[config.mk]
export PLATFORM = sky130hd
export DESIGN_NAME = multimode_pwm_edge_engine
export DESIGN_NICKNAME = d
export VERILOG_FILES = /design/src/include/pwm_edge_pkg.sv /design/src/verilog/edge_match.sv /design/src/verilog/multimode_pwm_edge_engine.sv
export SDC_FILE = /design/constraint.sdc
export NUM_CORES = 2
export LEC_CHECK = 0
export BUFFER_PORTS_ARGS = -buffer_cell sky130_fd_sc_hd__buf_2
export CAP_MARGIN = 15
export CELL_PAD_IN_SITES_DETAIL_PLACEMENT = 0
export CELL_PAD_IN_SITES_GLOBAL_PLACEMENT = 1
export CORE_ASPECT_RATIO = 1.5
export CORE_MARGIN = 1
export CORE_UTILIZATION = 40
export CTS_BUF_LIST = sky130_fd_sc_hd__clkbuf_16
export DETAILED_ROUTE_END_ITERATION = 8
export MAX_ROUTING_LAYER = met4
export PLACE_DENSITY = 0.78
export RECOVER_POWER = 50
export SLEW_MARGIN = 20
export SYNTH_ARGS = -nofsm -noshare
export SYNTH_HDL_FRONTEND = slang
export SYNTH_SLANG_ARGS = --single-unit
[constraint.sdc]
create_clock -name mclk_i -period 21.7 [get_ports mclk_i]
set_input_delay 4.34 -clock mclk_i [delete_from_list [all_inputs] [get_ports mclk_i]]
set_output_delay 4.34 -clock mclk_i [all_outputs]
set_load 0.005 [all_outputs]
[src/include/pwm_edge_pkg.sv]
// Purpose: constants for the multimode pwm edge engine
// Assumes: 16-bit counter domain, 32-bit axi4-lite register bus
// Notes on behaviour
// - normal mode: A rises at event 1, falls at event 1 + duty + adjust A.
// - normal mode: B rises at A fall + (event 3 - event 2), falls at event 4.
// - adaptive trigger at event 1 + duty (or duty/2) + offset, in normal/multi/resonant.
// - phase trigger from fixed register or live filter duty, by configuration.
// - sample triggers 1,2 and blanking A/B begin/end come straight from registers.
// - adjust B never affects edges in normal mode.
// - multi mode: A as normal; B rises at event 3, falls at event 3 + duty + adjust B.
// - multi mode ignores events 2 and 4.
// - multi mode: B may wrap past period end keeping width; A never wraps.
// - resonant: dead1 = e3 - e2, dead2 = e1 + period - e4, average is half sum.
// - resonant: A rises e1, falls e1 + duty - avg; B rises there + (e3 - e2).
// - resonant: B falls at filter period - (period - event 4).
// - triangular: B rises period/2 - duty/2 + adjA, falls period/2 + duty/2 + adjB.
// - triangular: output A idle and no adaptive trigger.
// - leading edge: A falls at e1, rises at e1 - duty + adjust A.
// - leading edge: B rises e4, falls at A rise - (e2 - e3).
// - leading edge: adaptive trigger at e1 - duty (or duty/2) + offset.
// - period counter counts from zero up to period limit then restarts.
// - each signal changes when the counter equals its computed target.
package pwm_edge_pkg;
  localparam int CW = 16;
  localparam logic [CW-1:0] CNT_ZERO = 16'h0000;
  // register byte offsets
  localparam logic [7:0] OFF_CTRL   = 8'h00;
  localparam logic [7:0] OFF_PERIOD = 8'h04;
  localparam logic [7:0] OFF_EV1    = 8'h08;
  localparam logic [7:0] OFF_EV2    = 8'h0c;
  localparam logic [7:0] OFF_EV3    = 8'h10;
  localparam logic [7:0] OFF_EV4    = 8'h14;
  localparam logic [7:0] OFF_ADJA   = 8'h18;
  localparam logic [7:0] OFF_ADJB   = 8'h1c;
  localparam logic [7:0] OFF_ADAPT  = 8'h20;
  localparam logic [7:0] OFF_PHASE  = 8'h24;
  localparam logic [7:0] OFF_SAMP1  = 8'h28;
  localparam logic [7:0] OFF_SAMP2  = 8'h2c;
  localparam logic [7:0] OFF_BLKAB  = 8'h30;
  localparam logic [7:0] OFF_BLKAE  = 8'h34;
  localparam logic [7:0] OFF_BLKBB  = 8'h38;
  localparam logic [7:0] OFF_BLKBE  = 8'h3c;
  localparam logic [7:0] OFF_STATUS = 8'h40;
  // control fields
  localparam int CTRL_EN_BIT    = 0;
  localparam int CTRL_MODE_LSB  = 1;
  localparam int CTRL_HALF_BIT  = 4;
  localparam int CTRL_PHSEL_BIT = 5;
  localparam logic [CW-1:0] PERIOD_RST = 16'h00ff;
  localparam logic [1:0] RESP_OKAY   = 2'b00;
  localparam logic [1:0] RESP_SLVERR = 2'b10;
  typedef enum logic [2:0] {
    MODE_NORMAL   = 3'b000,
    MODE_MULTI    = 3'b001,
    MODE_RESONANT = 3'b010,
    MODE_TRIANGLE = 3'b011,
    MODE_LEADING  = 3'b100
  } pwm_mode_t;
endpackage

[src/verilog/edge_match.sv]
`timescale 1ns/1ps
// Purpose: registered compare of counter against a target position
// Assumes: counter and target share one width
// Notes: gated by enable so idle targets never fire
module edge_match
  import pwm_edge_pkg::*;
(
  input  wire logic          mclk_i,
  input  wire logic          reset_n_i,
  input  wire logic          en_i,
  input  wire logic [CW-1:0] count_i,
  input  wire logic [CW-1:0] target_i,
  output logic               hit_o
);
  // one pulse when the counter reaches the target
  always_ff @(posedge mclk_i or negedge reset_n_i) begin
    if (!reset_n_i) begin
      hit_o <= 1'b0;
    end else begin
      hit_o <= en_i && (count_i == target_i);
    end
  end
endmodule

[src/verilog/multimode_pwm_edge_engine.sv]
`timescale 1ns/1ps
// Purpose: edge engine for a two-output pwm with five modes
// Assumes: filter duty and period are synchronous inputs held steady
// Notes: pulses lag the counter match by one cycle; levels by two (match flop, then output flop)
module multimode_pwm_edge_engine
  import pwm_edge_pkg::*;
(
  input  wire logic          mclk_i,
  input  wire logic          reset_n_i,
  input  wire logic [7:0]    s_axi_awaddr,
  input  wire logic          s_axi_awvalid,
  output logic               s_axi_awready,
  input  wire logic [31:0]   s_axi_wdata,
  input  wire logic [3:0]    s_axi_wstrb,
  input  wire logic          s_axi_wvalid,
  output logic               s_axi_wready,
  output logic [1:0]         s_axi_bresp,
  output logic               s_axi_bvalid,
  input  wire logic          s_axi_bready,
  input  wire logic [7:0]    s_axi_araddr,
  input  wire logic          s_axi_arvalid,
  output logic               s_axi_arready,
  output logic [31:0]        s_axi_rdata,
  output logic [1:0]         s_axi_rresp,
  output logic               s_axi_rvalid,
  input  wire logic          s_axi_rready,
  input  wire logic [CW-1:0] filter_duty_i,
  input  wire logic [CW-1:0] filter_period_i,
  output logic               pwm_output_first_o,
  output logic               pwm_output_second_o,
  output logic               adaptive_trig_o,
  output logic               phase_trig_o,
  output logic               sample_trig1_o,
  output logic               sample_trig2_o,
  output logic               blank_a_o,
  output logic               blank_b_o,
  output logic               period_start_o
);
  // register file
  localparam int NREG = 16;
  logic [CW-1:0] regs_ff [NREG];
  logic [5:0]    ctrl_ff;
  logic [CW-1:0] count_ff;
  logic          bpend_ff;
  logic          rpend_ff;
  logic [7:0]    awaddr_ff;
  logic [31:0]   wdata_ff;
  logic          aw_ff;
  logic          w_ff;
  logic          wrap_ff;

  wire logic      enable  = ctrl_ff[CTRL_EN_BIT];
  wire pwm_mode_t mode    = pwm_mode_t'(ctrl_ff[CTRL_MODE_LSB +: 3]);
  wire logic      half_sel = ctrl_ff[CTRL_HALF_BIT];
  wire logic      ph_sel  = ctrl_ff[CTRL_PHSEL_BIT];
  wire logic [CW-1:0] period = regs_ff[1];
  wire logic [CW-1:0] ev1 = regs_ff[2];
  wire logic [CW-1:0] ev2 = regs_ff[3];
  wire logic [CW-1:0] ev3 = regs_ff[4];
  wire logic [CW-1:0] ev4 = regs_ff[5];
  wire logic [CW-1:0] adja = regs_ff[6];
  wire logic [CW-1:0] adjb = regs_ff[7];
  wire logic [CW-1:0] adapt = regs_ff[8];
  wire logic [CW-1:0] phreg = regs_ff[9];

  // wraps a position into the counter range; no modulo, one subtraction suffices
  function automatic logic [CW-1:0] wrap_pos(input logic [CW:0] pos,
                                             input logic [CW-1:0] period_limit);
    logic [CW:0] lim;
    lim = {1'b0, period_limit} + {{CW{1'b0}}, 1'b1};
    if (pos >= lim) wrap_pos = CW'(pos - lim);
    else wrap_pos = pos[CW-1:0];
  endfunction

  // axi write: address and data taken independently, response after both
  assign s_axi_awready = !aw_ff && !bpend_ff;
  assign s_axi_wready  = !w_ff && !bpend_ff;
  assign s_axi_bvalid  = bpend_ff;
  assign s_axi_arready = !rpend_ff;
  assign s_axi_rvalid  = rpend_ff;
  wire logic wr_go = aw_ff && w_ff && !bpend_ff;
  wire logic [3:0] widx = awaddr_ff[5:2];
  wire logic wr_ctrl = wr_go && awaddr_ff == OFF_CTRL;
  wire logic wr_reg  = wr_go && awaddr_ff < OFF_STATUS && awaddr_ff[1:0] == 2'b00;

  always_ff @(posedge mclk_i or negedge reset_n_i) begin
    if (!reset_n_i) begin
      aw_ff     <= 1'b0;
      w_ff      <= 1'b0;
      awaddr_ff <= 8'h00;
      wdata_ff  <= 32'h0000_0000;
    end else begin
      if (s_axi_awvalid && s_axi_awready) begin
        aw_ff     <= 1'b1;
        awaddr_ff <= s_axi_awaddr;
      end else if (wr_go) begin
        aw_ff <= 1'b0;
      end
      if (s_axi_wvalid && s_axi_wready) begin
        w_ff     <= 1'b1;
        wdata_ff <= s_axi_wdata;
      end else if (wr_go) begin
        w_ff <= 1'b0;
      end
    end
  end

  // response: slverr for unmapped addresses
  always_ff @(posedge mclk_i or negedge reset_n_i) begin
    if (!reset_n_i) begin
      bpend_ff    <= 1'b0;
      s_axi_bresp <= RESP_OKAY;
    end else if (wr_go) begin
      bpend_ff    <= 1'b1;
      s_axi_bresp <= wr_reg ? RESP_OKAY : RESP_SLVERR;
    end else if (s_axi_bready) begin
      bpend_ff <= 1'b0;
    end
  end

  // register storage; low two byte lanes carry the 16-bit values
  always_ff @(posedge mclk_i or negedge reset_n_i) begin
    if (!reset_n_i) begin
      for (int i = 0; i < NREG; i++) regs_ff[i] <= CNT_ZERO;
      regs_ff[1] <= PERIOD_RST;
      ctrl_ff    <= 6'h00;
    end else if (wr_reg) begin
      if (wr_ctrl) begin
        if (s_axi_wstrb[0]) ctrl_ff <= wdata_ff[5:0];
      end else begin
        if (s_axi_wstrb[0]) regs_ff[widx][7:0]  <= wdata_ff[7:0];
        if (s_axi_wstrb[1]) regs_ff[widx][15:8] <= wdata_ff[15:8];
      end
    end
  end

  // axi read
  always_ff @(posedge mclk_i or negedge reset_n_i) begin
    if (!reset_n_i) begin
      rpend_ff    <= 1'b0;
      s_axi_rdata <= 32'h0000_0000;
      s_axi_rresp <= RESP_OKAY;
    end else if (s_axi_arvalid && s_axi_arready) begin
      rpend_ff    <= 1'b1;
      s_axi_rresp <= RESP_OKAY;
      if (s_axi_araddr[1:0] != 2'b00 || s_axi_araddr > OFF_STATUS) begin
        s_axi_rdata <= 32'h0000_0000;
        s_axi_rresp <= RESP_SLVERR;
      end else if (s_axi_araddr == OFF_STATUS) begin
        s_axi_rdata <= {13'h0000, wrap_ff, pwm_output_second_o, pwm_output_first_o, count_ff};
      end else if (s_axi_araddr == OFF_CTRL) begin
        s_axi_rdata <= {26'h000_0000, ctrl_ff};
      end else begin
        s_axi_rdata <= {16'h0000, regs_ff[s_axi_araddr[5:2]]};
      end
    end else if (s_axi_rready) begin
      rpend_ff <= 1'b0;
    end
  end

  // period counter: zero up to period limit, then restart
  wire logic at_end = count_ff >= period;
  always_ff @(posedge mclk_i or negedge reset_n_i) begin
    if (!reset_n_i) begin
      count_ff <= CNT_ZERO;
    end else if (!enable) begin
      count_ff <= CNT_ZERO;
    end else if (at_end) begin
      count_ff <= CNT_ZERO;
    end else begin
      count_ff <= count_ff + 16'h0001;
    end
  end

  // edge targets by mode; 16-bit sums, only the multi mode b fall is wrapped into the period
  logic [CW-1:0] a_rise, a_fall, b_rise, b_fall, adapt_t;
  logic          a_act, ad_act;
  logic [CW:0]   avg_dead;
  logic [CW+1:0] dsum;
  logic [CW-1:0] duty_eff;
  always_comb begin
    duty_eff = half_sel ? (filter_duty_i >> 1) : filter_duty_i;
    dsum     = {2'b00, ev3 - ev2} + {2'b00, ev1 + period - ev4};
    avg_dead = dsum[CW+1:1];
    a_act    = 1'b1;
    ad_act   = 1'b1;
    a_rise   = ev1;
    a_fall   = ev1 + filter_duty_i + adja;
    b_rise   = a_fall + (ev3 - ev2);
    b_fall   = ev4;
    adapt_t  = ev1 + duty_eff + adapt;
    case (mode)
      MODE_NORMAL: begin
        a_act = 1'b1;
      end
      MODE_MULTI: begin
        b_rise = ev3;
        b_fall = wrap_pos({1'b0, ev3} + {1'b0, filter_duty_i} + {1'b0, adjb}, period);
      end
      MODE_RESONANT: begin
        a_fall = ev1 + filter_duty_i - avg_dead[CW-1:0];
        b_rise = a_fall + (ev3 - ev2);
        b_fall = filter_period_i - (period - ev4);
      end
      MODE_TRIANGLE: begin
        a_act  = 1'b0;
        ad_act = 1'b0;
        b_rise = (period >> 1) - (filter_duty_i >> 1) + adja;
        b_fall = (period >> 1) + (filter_duty_i >> 1) + adjb;
      end
      MODE_LEADING: begin
        a_fall  = ev1;
        a_rise  = ev1 - filter_duty_i + adja;
        b_rise  = ev4;
        b_fall  = a_rise - (ev2 - ev3);
        adapt_t = ev1 - duty_eff + adapt;
      end
      default: begin
        a_act  = 1'b0;
        ad_act = 1'b0;
      end
    endcase
  end

  // compare units; each output changes when counter equals its target
  logic hit_ar, hit_af, hit_br, hit_bf, hit_ad, hit_ph, hit_s1, hit_s2;
  logic hit_aab, hit_aae, hit_bbb, hit_bbe;
  wire logic [CW-1:0] ph_t = ph_sel ? filter_duty_i : phreg;
  edge_match u_ar (.mclk_i(mclk_i), .reset_n_i(reset_n_i), .en_i(enable && a_act),
                   .count_i(count_ff), .target_i(a_rise), .hit_o(hit_ar));
  edge_match u_af (.mclk_i(mclk_i), .reset_n_i(reset_n_i), .en_i(enable && a_act),
                   .count_i(count_ff), .target_i(a_fall), .hit_o(hit_af));
  edge_match u_br (.mclk_i(mclk_i), .reset_n_i(reset_n_i), .en_i(enable),
                   .count_i(count_ff), .target_i(b_rise), .hit_o(hit_br));
  edge_match u_bf (.mclk_i(mclk_i), .reset_n_i(reset_n_i), .en_i(enable),
                   .count_i(count_ff), .target_i(b_fall), .hit_o(hit_bf));
  edge_match u_ad (.mclk_i(mclk_i), .reset_n_i(reset_n_i), .en_i(enable && ad_act),
                   .count_i(count_ff), .target_i(adapt_t), .hit_o(hit_ad));
  edge_match u_ph (.mclk_i(mclk_i), .reset_n_i(reset_n_i), .en_i(enable),
                   .count_i(count_ff), .target_i(ph_t), .hit_o(hit_ph));
  edge_match u_s1 (.mclk_i(mclk_i), .reset_n_i(reset_n_i), .en_i(enable),
                   .count_i(count_ff), .target_i(regs_ff[10]), .hit_o(hit_s1));
  edge_match u_s2 (.mclk_i(mclk_i), .reset_n_i(reset_n_i), .en_i(enable),
                   .count_i(count_ff), .target_i(regs_ff[11]), .hit_o(hit_s2));
  edge_match u_ab (.mclk_i(mclk_i), .reset_n_i(reset_n_i), .en_i(enable),
                   .count_i(count_ff), .target_i(regs_ff[12]), .hit_o(hit_aab));
  edge_match u_ae (.mclk_i(mclk_i), .reset_n_i(reset_n_i), .en_i(enable),
                   .count_i(count_ff), .target_i(regs_ff[13]), .hit_o(hit_aae));
  edge_match u_bb (.mclk_i(mclk_i), .reset_n_i(reset_n_i), .en_i(enable),
                   .count_i(count_ff), .target_i(regs_ff[14]), .hit_o(hit_bbb));
  edge_match u_be (.mclk_i(mclk_i), .reset_n_i(reset_n_i), .en_i(enable),
                   .count_i(count_ff), .target_i(regs_ff[15]), .hit_o(hit_bbe));

  assign adaptive_trig_o = hit_ad;
  assign phase_trig_o    = hit_ph;
  assign sample_trig1_o  = hit_s1;
  assign sample_trig2_o  = hit_s2;

  // period start pulse
  always_ff @(posedge mclk_i or negedge reset_n_i) begin
    if (!reset_n_i) period_start_o <= 1'b0;
    else period_start_o <= enable && count_ff == CNT_ZERO;
  end

  // output a: set on rise, clear on fall; fall wins when both match in the same cycle
  always_ff @(posedge mclk_i or negedge reset_n_i) begin
    if (!reset_n_i) begin
      pwm_output_first_o <= 1'b0;
    end else if (!enable || !a_act || hit_af) begin
      pwm_output_first_o <= 1'b0;
    end else if (hit_ar) begin
      pwm_output_first_o <= 1'b1;
    end
  end

  // output b: the level carries across the period boundary when the fall wrapped
  always_ff @(posedge mclk_i or negedge reset_n_i) begin
    if (!reset_n_i) begin
      pwm_output_second_o <= 1'b0;
    end else if (!enable || hit_bf) begin
      pwm_output_second_o <= 1'b0;
    end else if (hit_br) begin
      pwm_output_second_o <= 1'b1;
    end
  end

  // wrap flag: b fall landed before its rise in multi mode
  always_ff @(posedge mclk_i or negedge reset_n_i) begin
    if (!reset_n_i) wrap_ff <= 1'b0;
    else wrap_ff <= mode == MODE_MULTI && b_fall < b_rise;
  end

  // blanking windows straight from their registers
  always_ff @(posedge mclk_i or negedge reset_n_i) begin
    if (!reset_n_i) begin
      blank_a_o <= 1'b0;
      blank_b_o <= 1'b0;
    end else begin
      if (!enable || hit_aae) blank_a_o <= 1'b0;
      else if (hit_aab) blank_a_o <= 1'b1;
      if (!enable || hit_bbe) blank_b_o <= 1'b0;
      else if (hit_bbb) blank_b_o <= 1'b1;
    end
  end
endmodule

==> summary.txt <==
Clocking
  • Post_cts resized: 0
  • Post-CTS setup buffers: 0
  • Htree depth: 2
  • Num CTS Buffers: 38
  • Root Driver: clkbuf_16
  • CTS Sinks: 345
  • CTS tree: built
  • # hold bufs at CTS: 0
  • Clk slew on worst S/H paths: ~0.07 ns
  • Clk buf depth: 3
  • Clk_lat worst skew: around 0.57 ns

Global routing
  • GRT Total Usage: 31.6%
  • Gr busiest metal: met2
  • M1 GR Usage: 31.7%
  • Global route total overflow: 0
  • Initial antenna violation count: 6
  • Vias in the first global route: 31300
  • Met3 usage: ~4.0%
  • Global-route met2 utilization: a little over half
  • Global-route wire length before repair: 198000 um
  • Pin count of the biggest net entering global routing: 93

Die
  • Num ports: 141
  • # rows: ~130
  • Core Region: 86400 um^2
  • Height of the chip: 364 um
  • Area of the die: 88600 um^2
  • Die Span X: 243 um
  • Starting Density: approximately two fifths

Finish
  • Cell area after layout: around 38000 um^2
  • Post-layout nets: 4356
  • Share of layout cells above drive strength 1: 13.0%
  • Layout overhead on the synthesized area: 8.43%
  • Final core occ: 43.9%

Synthesis
  • YS warnings: 0
  • Largest area contributor in the netlist: dfrtp_1
  • Count of cell types in the netlist: 88
  • Top-count cell post-synth: inv_1
  • Post-synthesis register bit count: 345
  • Synth Area per Inst: 9.26 um^2
  • Mapped Area: 34900 um^2
  • Cells after synthesis: 3772
  • Number of synthesized flops with an enable pin: 0
  • Share of the synthesized area in the top cell type: 24.1%
  • Top cells by area, synth: dfrtp_1 24%, ha_1 11%, fa_1 8.4%
  • Commonest cells post-synth: 406 x inv_1, 337 x dfrtp_1, 294 x ha_1
  • Seq/Total Area, Yosys: 24.7%
  • Prevailing post-synth register cell: dfrtp_1
  • Post-synth ARST share: 100%

Worst setup path
  • Worst setup EP type: register
  • Crit start category: primary input
  • Cell family with most CP delay: compound AO/OA/AOI/OAI gates
  • Buf/Inv on CP: 3
  • Cell repeated most along the worst path: o21ai_0
  • Worst EP required: 22.22 ns
  • Worst Path Arrival: about 12 ns
  • WS Path Type: primary input to register
  • Worst Setup SP: filter_duty_i[1]
  • Worst path max stage delay: 0.81 ns
  • Worst path slowest cell: a211oi_1
  • Worst Path Max Fanout: 9
  • RR Endpoint: wrap_ff
  • Reg2Reg Setup Slack: about 11 ns
  • R2r worst-path depth: 36
  • RR Startpoint: period[1]

STA
  • Tightest Pin Transition: 5.61 ns
  • RSZ-0062 raised after global routing: no
  • Crit path time final: 11.89 ns
  • Fin. Hold Viols: 0
  • Max_slew headroom: -274%
  • Skew final: about 0.021 ns
  • Final worst-path cycle share: 54.8%
  • Achievable frequency: between 80 and 90 MHz
  • Final setup fails: 0
  • TNS Setup: 0 ns
  • Fin worst setup slack: 9.81 ns
  • Fin. max-slew vios: 300

Hold path
  • Hold Path Origin: regs_ff[249]
  • Hold Path End: regs_ff[249]
  • Hold Crit Depth: 0
  • Hold Path Class: register to register

Placed design
  • Pre-CTS setup slack: 9.39 ns
  • Count of input and output buffers: ~110
  • DP Area: 36700 um^2
  • Routability Congestion: around 1
  • Detailed placer's ending HPWL: 109000 um

Drt
  • Drt pass-1 iters: 5
  • Final ANT Viol Nets: 0
  • DR vias: roughly 30000
  • Routed len/inst: 27.2 um
  • Drt total wl: 136000 um
  • Via density: 6.00
  • Post-route DRC: 0
  • DRT iter0 DRCs: 2184

Status
  • Failing checks: capacitance limit, slew limit
  • Status: complete, but fails checks

Flow run
  • Max-cap violation count: 7
==> worst max path at each step <==
stage | cells past startpoint | to
after floorplan | 31 | wrap_ff
after global placement | 33 | wrap_ff
after detailed placement | 33 | wrap_ff
after CTS | 33 | wrap_ff
after global routing | 2 | regs_ff[31]
final | 27 | wrap_ff
==> layout by cell type (no fill, tap or decap), types with 15 or more instances in the layout <==
master,count
buf_4,44
o221ai_1,15
nor3_1,65
dfrtp_1,336
nand2_1,258
nor4_1,37
xnor2_1,281
mux4_2,80
o31ai_1,19
ha_1,294
a31oi_1,22
fa_1,146
a22oi_1,20
a21oi_1,201
nand4_1,41
a21o_1,66
and3_1,23
xor2_1,117
clkbuf_16,38
o22ai_1,23
nor2b_1,27
mux2i_1,46
or3_1,24
nor2_1,193
nand3_1,65
buf_2,90
o21ai_0,234
conb_1,15
a211oi_1,29
inv_1,415
clkbuf_1,28
o21bai_1,31
mux2_2,181
or2_2,16
nand2b_1,26
o21a_1,50
==> layout make-up <==
class / instances / area, um^2
clock buffers: 38 / 951
repair buffers: 163 / 890
inverters: 411 / 1540
diodes: 4 / 10.0
well taps: 1139 / 1430
multi-input cells: 2866 / 24100
fillers: 8567 / 48500
clock inverters: 30 / 300
flip-flops and latches: 345 / 8640
==> kinds of logic (layout without fill, tap and decap cells) <==
logic type | count (synthesis) | count (layout) | synth area share (%)
adders and majority gates | 440 | 440 | 18.9
and+or+nand+nor | 832 | 832 | 11.5
muxes | 308 | 308 | 12.3
DFF | 345 | 345 | 24.7
buffers and inverters | 575 | 642 | 6.43
AOI/OAI and AO/OA | 871 | 871 | 16.0
xor gates and xnor gates | 400 | 400 | 10.1
other | 1 | 19 | 0.0107
==> worst register-to-register path, delay by kind of cell, from the launching register on <==
family / cells / cell delay [ns]
compound gates: 15 / 5.57
xor+xnor: 4 / 0.80
fa+ha+maj: 6 / 2.10
buf+inv: 4 / 0.41
flops: 1 / 0.81
mux: 1 / 0.38
simple gates: 6 / 0.93
==> sequential cells by signal, summed over array words and instances (netlist names), 6 cells and up <==
name,flops
adapt,16
adja,16
wdata_ff,16
ev4,16
count_ff,16
regs_ff,112
period,16
ev2,16
awaddr_ff,8
phreg,16
ev1,16
ev3,16
adjb,16
ctrl_ff,6
s_axi_rdata,19
==> routing by layer <==
metal | share of wire (%) | vias up
met3 | 5.3 | 513
met5 | 0 | -
met2 | 50 | 1161
li1 | - | 13400
met1 | 35 | 15000
met4 | 10 | 0
==> per-stage QoR <==
stage	cells	hold WS, ns
2_1_floorplan	3786	0.383
3_3_place_gp	4924	0.360
3_5_place_dp	4924	0.363
4_1_cts	4992	0.375
5_1_grt	4995	0.390
6_report	4996	0.376
Power is not shown: default switching activity piles up to over one toggle a cycle in this logic, so the estimate is an artifact.
